$ cat config.mk
export PLATFORM = sky130hd
export DESIGN_NAME = gpib_address_recognition_regs
export DESIGN_NICKNAME = d
export VERILOG_FILES = /design/src/hw/gpib_addr_pkg.sv /design/src/hw/addr_match_if.sv /design/src/hw/gpib_address_recognition_regs.sv /design/src/hw/addr_match_unit.sv
export SDC_FILE = /design/constraint.sdc
export NUM_CORES = 1
export LEC_CHECK = 0
export ABC_AREA = 1
export BUFFER_PORTS_ARGS = -buffer_cell sky130_fd_sc_hd__buf_2
export CELL_PAD_IN_SITES_DETAIL_PLACEMENT = 0
export CELL_PAD_IN_SITES_GLOBAL_PLACEMENT = 1
export CORE_MARGIN = 2
export CORE_UTILIZATION = 37
export CTS_CLUSTER_DIAMETER = 200
export DETAILED_ROUTE_END_ITERATION = 8
export PLACE_DENSITY_LB_ADDON = 0.1
export SYNTH_ARGS = -nofsm -noshare
export SYNTH_HDL_FRONTEND = slang
export SYNTH_SLANG_ARGS = --single-unit
$ cat constraint.sdc
create_clock -name core_clk_i -period 1.3 [get_ports core_clk_i]
set_input_delay 0.065 -clock core_clk_i [delete_from_list [all_inputs] [get_ports core_clk_i]]
set_output_delay 0.065 -clock core_clk_i [all_outputs]
set_load 0.02 [all_outputs]
$ cat src/hw/gpib_addr_pkg.sv
// Notes on behaviour
// - A write to the address-load register stores its seven low bits in the primary slot when the select bit is 0, else in the secondary/minor slot.
// - A slot whose talk-disable bit is 1 never recognises the talk address formed from its five address bits.
// - A slot whose listen-disable bit is 1 never recognises the listen address formed from its five address bits.
// - The primary talk address is the five address bits plus octal 100 and the primary listen address is them plus octal 40.
// - The secondary/minor slot is the secondary address in mode 2 and the minor primary address in modes 1 and 3.
// - Each byte accepted by the acceptor handshake latches the EOI line, and the read-back bit shows 1 when EOI came with it.
// - The latched EOI bit is cleared by reset and by the chip-reset auxiliary command.
// - With secondary talk disabled the secondary or minor talk address is ignored, otherwise after the primary talk address the secondary is compared.
// - With secondary listen disabled the secondary or minor listen address is refused, otherwise after the primary listen address the secondary is compared.
// - The secondary address is hex A0 plus the slot bits, the minor talk address hex 40 plus them and the minor listen address hex 20 plus them.
// - Two independent ports are decoded, port A's address-load register at offset hex D and port B's at hex 1D.
// - A read at the address-load offset returns the primary slot's talk-disable, listen-disable and five address bits.
package gpib_addr_pkg;
  localparam int NUM_PORTS = 2;
  localparam int REG_ADDR_W = 5;
  localparam int DATA_W = 8;
  localparam int PORT_STRIDE = 16;
  localparam logic [REG_ADDR_W-1:0] ADDR_LOAD_OFS = 5'h0D;
  localparam logic [REG_ADDR_W-1:0] SEC_STATUS_OFS = 5'h0F;
  localparam int SELECT_BIT = 7;
  localparam int EOI_BIT = 7;
  localparam int SLOT_W = 7;
  localparam logic DONT_CARE_VAL = 1'b0;
  localparam logic [DATA_W-1:0] TALK_BASE = 8'h40;
  localparam logic [DATA_W-1:0] LISTEN_BASE = 8'h20;
  localparam logic [DATA_W-1:0] SEC_BASE = 8'hA0;
  localparam logic [1:0] MODE_NONE = 2'h0;
  localparam logic [1:0] MODE_DUAL1 = 2'h1;
  localparam logic [1:0] MODE_SECONDARY = 2'h2;
  localparam logic [1:0] MODE_DUAL3 = 2'h3;

  typedef struct packed {
    logic talk_disable;
    logic listen_disable;
    logic [4:0] addr;
  } slot_t;

  // Both recognisers disabled until software loads the slots
  localparam slot_t SLOT_RESET = 7'h60;

  typedef enum logic [1:0] {PA_IDLE, PA_TALK, PA_LISTEN} pa_state_t;

  function automatic logic reg_hit(input logic [REG_ADDR_W-1:0] a, input int unsigned p,
                                   input logic [REG_ADDR_W-1:0] ofs);
    return a == ofs + REG_ADDR_W'(p * PORT_STRIDE);
  endfunction : reg_hit

  function automatic logic [DATA_W-1:0] form_addr(input logic [DATA_W-1:0] base,
                                                  input logic [4:0] ad);
    return base + {3'h0, ad};
  endfunction : form_addr
endpackage : gpib_addr_pkg

$ cat src/hw/addr_match_if.sv
`timescale 1ns/1ps
`default_nettype none
interface addr_match_if;
  import gpib_addr_pkg::*;
  slot_t primary;
  slot_t secondary;
  logic [1:0] mode;
  logic cmd_valid;
  logic [DATA_W-1:0] cmd_byte;
  logic talk_hit;
  logic listen_hit;
  modport regs (output primary, secondary, mode, cmd_valid, cmd_byte, input talk_hit, listen_hit);
  modport unit (input primary, secondary, mode, cmd_valid, cmd_byte, output talk_hit, listen_hit);
endinterface : addr_match_if
`default_nettype wire

$ cat src/hw/gpib_address_recognition_regs.sv
`timescale 1ns/1ps
`default_nettype none
module gpib_address_recognition_regs #(
  parameter int NUM_PORTS = gpib_addr_pkg::NUM_PORTS
) (
  input wire logic core_clk_i,
  input wire logic sys_rst_i,
  input wire logic [gpib_addr_pkg::REG_ADDR_W-1:0] reg_addr_i,
  input wire logic reg_wr_i,
  input wire logic reg_rd_i,
  input wire logic [gpib_addr_pkg::DATA_W-1:0] reg_wdata_i,
  output logic [gpib_addr_pkg::DATA_W-1:0] reg_rdata_o,
  input wire logic [NUM_PORTS-1:0] chip_reset_i,
  input wire logic [2*NUM_PORTS-1:0] addr_mode_i,
  input wire logic [NUM_PORTS-1:0] cmd_valid_i,
  input wire logic [gpib_addr_pkg::DATA_W*NUM_PORTS-1:0] cmd_byte_i,
  input wire logic [NUM_PORTS-1:0] data_accept_i,
  input wire logic [NUM_PORTS-1:0] eoi_line_i,
  output logic [NUM_PORTS-1:0] talk_addressed_o,
  output logic [NUM_PORTS-1:0] listen_addressed_o
);
  import gpib_addr_pkg::*;

  slot_t primary_reg [NUM_PORTS];
  slot_t primary_next [NUM_PORTS];
  slot_t secondary_reg [NUM_PORTS];
  slot_t secondary_next [NUM_PORTS];
  logic [NUM_PORTS-1:0] eoi_reg, eoi_next;
  logic [DATA_W-1:0] rdata_reg, rdata_next;

  ////////////////////////////////////////////////////////////////////////////////
  // Register file: slots, EOI latch and read-back
  always_comb begin
    rdata_next = rdata_reg;
    if (reg_rd_i) begin
      rdata_next = '0;
    end
    for (int unsigned p = 0; p < NUM_PORTS; p++) begin
      primary_next[p] = primary_reg[p];
      secondary_next[p] = secondary_reg[p];
      eoi_next[p] = eoi_reg[p];
      if (reg_wr_i && reg_hit(reg_addr_i, p, ADDR_LOAD_OFS)) begin
        // The other slot keeps its value
        if (reg_wdata_i[SELECT_BIT]) begin
          secondary_next[p] = slot_t'(reg_wdata_i[SLOT_W-1:0]);
        end else begin
          primary_next[p] = slot_t'(reg_wdata_i[SLOT_W-1:0]);
        end
      end
      // A byte accepted in the cycle of a chip reset still latches its EOI
      if (data_accept_i[p]) begin
        eoi_next[p] = eoi_line_i[p];
      end else if (chip_reset_i[p]) begin
        eoi_next[p] = 1'b0;
      end
      if (reg_rd_i && reg_hit(reg_addr_i, p, ADDR_LOAD_OFS)) begin
        rdata_next = {DONT_CARE_VAL, primary_reg[p]};
      end
      if (reg_rd_i && reg_hit(reg_addr_i, p, SEC_STATUS_OFS)) begin
        rdata_next = {eoi_reg[p], secondary_reg[p]};
      end
    end
  end

  always_ff @(posedge core_clk_i) begin
    if (sys_rst_i) begin
      for (int p = 0; p < NUM_PORTS; p++) begin
        primary_reg[p] <= SLOT_RESET;
        secondary_reg[p] <= SLOT_RESET;
      end
      eoi_reg <= '0;
      rdata_reg <= '0;
    end else begin
      for (int p = 0; p < NUM_PORTS; p++) begin
        primary_reg[p] <= primary_next[p];
        secondary_reg[p] <= secondary_next[p];
      end
      eoi_reg <= eoi_next;
      rdata_reg <= rdata_next;
    end
  end

  assign reg_rdata_o = rdata_reg;

  ////////////////////////////////////////////////////////////////////////////////
  // One recogniser per port; the ports share nothing but the register bus
  for (genvar g = 0; g < NUM_PORTS; g++) begin : g_port
    addr_match_if mif ();

    assign mif.primary = primary_reg[g];
    assign mif.secondary = secondary_reg[g];
    assign mif.mode = addr_mode_i[2*g +: 2];
    assign mif.cmd_valid = cmd_valid_i[g];
    assign mif.cmd_byte = cmd_byte_i[DATA_W*g +: DATA_W];
    assign talk_addressed_o[g] = mif.talk_hit;
    assign listen_addressed_o[g] = mif.listen_hit;

    addr_match_unit u_match (
      .core_clk_i(core_clk_i),
      .sys_rst_i(sys_rst_i),
      .m(mif.unit)
    );

  end
endmodule : gpib_address_recognition_regs
`default_nettype wire

$ cat src/hw/addr_match_unit.sv
`timescale 1ns/1ps
`default_nettype none
module addr_match_unit (
  input wire logic core_clk_i,
  input wire logic sys_rst_i,
  addr_match_if.unit m
);
  import gpib_addr_pkg::*;

  pa_state_t pa_reg, pa_next;
  logic talk_reg, talk_next, listen_reg, listen_next;
  logic pt0, pl0, pt1, pl1, st1, sl1;

  always_comb begin
    pt0 = !m.primary.talk_disable && m.cmd_byte == form_addr(TALK_BASE, m.primary.addr);
    pl0 = !m.primary.listen_disable && m.cmd_byte == form_addr(LISTEN_BASE, m.primary.addr);
    pt1 = !m.secondary.talk_disable && m.cmd_byte == form_addr(TALK_BASE, m.secondary.addr);
    pl1 = !m.secondary.listen_disable && m.cmd_byte == form_addr(LISTEN_BASE, m.secondary.addr);
    st1 = !m.secondary.talk_disable && m.cmd_byte == form_addr(SEC_BASE, m.secondary.addr);
    sl1 = !m.secondary.listen_disable && m.cmd_byte == form_addr(SEC_BASE, m.secondary.addr);
    pa_next = pa_reg;
    talk_next = 1'b0;
    listen_next = 1'b0;
    if (m.cmd_valid) begin
      unique case (m.mode)
        MODE_DUAL1, MODE_DUAL3: begin
          talk_next = pt0 || pt1;
          listen_next = pl0 || pl1;
          pa_next = PA_IDLE;
        end
        MODE_SECONDARY: begin
          if (pt0) begin
            pa_next = PA_TALK;
          end else if (pl0) begin
            pa_next = PA_LISTEN;
          end else begin
            talk_next = pa_reg == PA_TALK && st1;
            listen_next = pa_reg == PA_LISTEN && sl1;
            pa_next = PA_IDLE;
          end
        end
        MODE_NONE: begin
          pa_next = PA_IDLE;
        end
      endcase
    end
  end

  always_ff @(posedge core_clk_i) begin
    if (sys_rst_i) begin
      pa_reg <= PA_IDLE;
      talk_reg <= 1'b0;
      listen_reg <= 1'b0;
    end else begin
      pa_reg <= pa_next;
      talk_reg <= talk_next;
      listen_reg <= listen_next;
    end
  end

  assign m.talk_hit = talk_reg;
  assign m.listen_hit = listen_reg;
endmodule : addr_match_unit
`default_nettype wire

==> run metrics <==
Hold Crit Class in -> reg; vias per inst 4.73; CP Cell Sequence inv_1, nand2_1, nand2_1, nor2_1, nand2_1, nor2_2, nand3_1, a21oi_1; Post-CTS Setup Bufs 0; Die X 86.9 um; 1st-iter DRT viols 189; Port Buffers 56; WL final 6860 um; routing usage on met3 3.51%; Die Y 86.9 um; CP Data Arrival Time 1430 ps; Synth Warn # 0; global routing's busiest layer met2; First-pass DRT Iterations 4; Top Ports 57; post-DR wirelength/cell 12.4 um; GRT Resource Usage Total 19.4%; total of max-cap violations 0; Tmin final 1180 ps; crit start category flip-flop; VDD IR max 0.399 mV; Rows 30; CTS tree yes; Max stage delay on crit path 370 ps; register area share after synthesis 36.2%; synth-to-layout area growth 22.3%; Root Driver clkbuf_8; initial antenna violation count 0; Design Power 3070 uW; Pleak 0.00147 uW; vias in the first global route 2356; Total Nets Final 517; Setup TNS 0 ps; # clock sinks 46; CTS max path bufs 2; Mapped Avg Cell Area 6.15 um^2; die area 7550 um^2; largest net degree at the start of global routing 30; H-tree Lvls 2; Multi-input gate area 1350 um^2; Synthesized Nets 458; Pwr Density 989 nW/um^2; Distinct cells, synth 30; DRC 0; routing usage on met2 31.3%; Initial Util 37.8%; Worst Path Required 1550 ps; n_diodes 0; Crit-path slowest cell dfxtp_1; vias 2613; Setup Skew 7.52 ps; Fin. Hold Viols 0; Filler cells 749; first-pass GRT wire length 11300 um; Worst Path Buf+Inv 1; kind of critical path reg -> reg; CP most frequent cell nand2_1; ranking of synthesized cells by area dfxtp_1 36%, nand2_1 18%, inv_1 8.9%; Yosys top cell by area dfxtp_1; endpoints failing setup 0; FMAX 844 MHz; Critical Path Sink Type flip-flop; final core utilization 46.3%; core region area 6720 um^2; Clock Pin Slew Worst Setup and Hold Paths 90 ps; status finished clean; Reg area 928 um^2; top cell type's share of synthesized area 36.2%; Clk Latency, worst-skew pair 300 ps; Synth Instances 413; Tcrit/Tclk final 91.2%; pin slew with the least headroom to its limit 381 ps; synthesized flop and latch total 46; post-route ant nets 0; max_slew headroom 74.5%; Routability Congestion 0.825; share of cells above drive strength 1 21.4%; GRT overflow 0; crit-path leading delay family simple AND/OR/NAND/NOR gates; Slew Limit Fails 0; Post-Syn Area 2540 um^2; post-DP HPWL 5390 um; met1 Use GR 26.4%; cts bufs inserted 5; CP max FO 3
[layout make-up]
cell class	instances	share of cell area (%)
multi-input cells	291	43.3
flip-flops and latches	46	29.9
repair buffers	66	11.4
inverters	62	7.57
well taps	80	3.22
clock buffers	6	2.66
clock inverters	2	1.93
[path summary, 6_finish.rpt]
check / start / to / slack [ps] / cells after the start
setup / recovery: secondary_reg[0][11] / g_port[1].u_match.m.listen_hit / 120 / 8
hold / removal: addr_mode_i[2] / g_port[1].u_match.m.talk_hit / 10 / 3
setup reg to reg: secondary_reg[0][11] / g_port[1].u_match.m.listen_hit / 120 / 8
hold reg to reg: g_port[0].u_match.pa_reg[0] / g_port[0].u_match.pa_reg[0] / 470 / 2
[power breakdown]
part	internal (uW)	total, uW	switching, uW
Sequential	1420	1430	8.63
Combinational	117	315	198
Clock	820	1330	511
Total	2360	3070	718
[kinds of logic (layout without fill, tap and decap cells)]
logic type	count (synthesis)	in the layout	synth area share, %
AND/OR/NAND/NOR	238	238	40.1
buffers and inverters	76	136	12.5
AO/OA/AOI/OAI	51	51	10.4
flip-flops	46	46	36.2
XOR/XNOR	2	2	0.689
[tightest hold or removal path, stage by stage]
cell and delay (ps):
buf_2 110, nand2_1 60, a21oi_1 50
[cell usage in the layout, fill, tap and decap left out, drive strengths merged, types with 2 or more instances in the layout]
cell type | Yosys | routed
nand3 | 29 | 29
dfxtp | 46 | 46
nand2 | 124 | 124
nor3 | 6 | 6
nand4 | 16 | 16
a21oi | 28 | 28
bufinv | 0 | 2
clkbuf | 2 | 6
o211ai | 2 | 2
inv | 62 | 62
nor2 | 59 | 59
a22oi | 2 | 2
o21ai | 19 | 19
buf | 12 | 66
[cells in the mapped netlist]
cell type,n
nand2_1,123
inv_1,60
nor2_1,56
dfxtp_1,46
nand3_1,29
a21oi_1,28
o21ai_0,17
nand4_1,15
buf_2,6
buf_4,4
nor3_1,4
nor2_2,3
a22oi_1,2
clkbuf_1,2
o211ai_1,2
o21ai_1,2
and2_1,1
and3_1,1
buf_1,1
buf_6,1
inv_2,1
inv_4,1
nand2_2,1
nand4_2,1
nor3_2,1
nor3_4,1
nor4_1,1
or2_2,1
xnor2_1,1
xor2_1,1
[through the flow]
stage / instance area (um^2) / instances / hold slack [ps] / worst slack, ps
finish: 3110 / 553 / 14.1 / 115
CTS: 3060 / 553 / 10.7 / 19.4
floorplan: 2540 / 413 / 178 / 251
global placement: 2910 / 545 / 328 / -2.00
global route: 3110 / 553 / 18.9 / -21.7
detailed placement: 2910 / 545 / 334 / 8.29
[per-layer routing]
layer | part of all wire, % | routed length, um | vias to the layer above
li1 | - | - | 1414
met5 | 0 | 0 | -
met3 | 4.0 | 273 | 9
met4 | 1.3 | 91 | 0
met2 | 46 | 3130 | 46
met1 | 49 | 3370 | 1144
[what timing repair did]
item / CTS / global route
resized for setup: 2 / 19
hold buffers: 0 / 0
pin swaps: 0 / 1
setup endpoints to repair: 2 / 6
No activity file was read; power rests on OpenSTA's default activity.
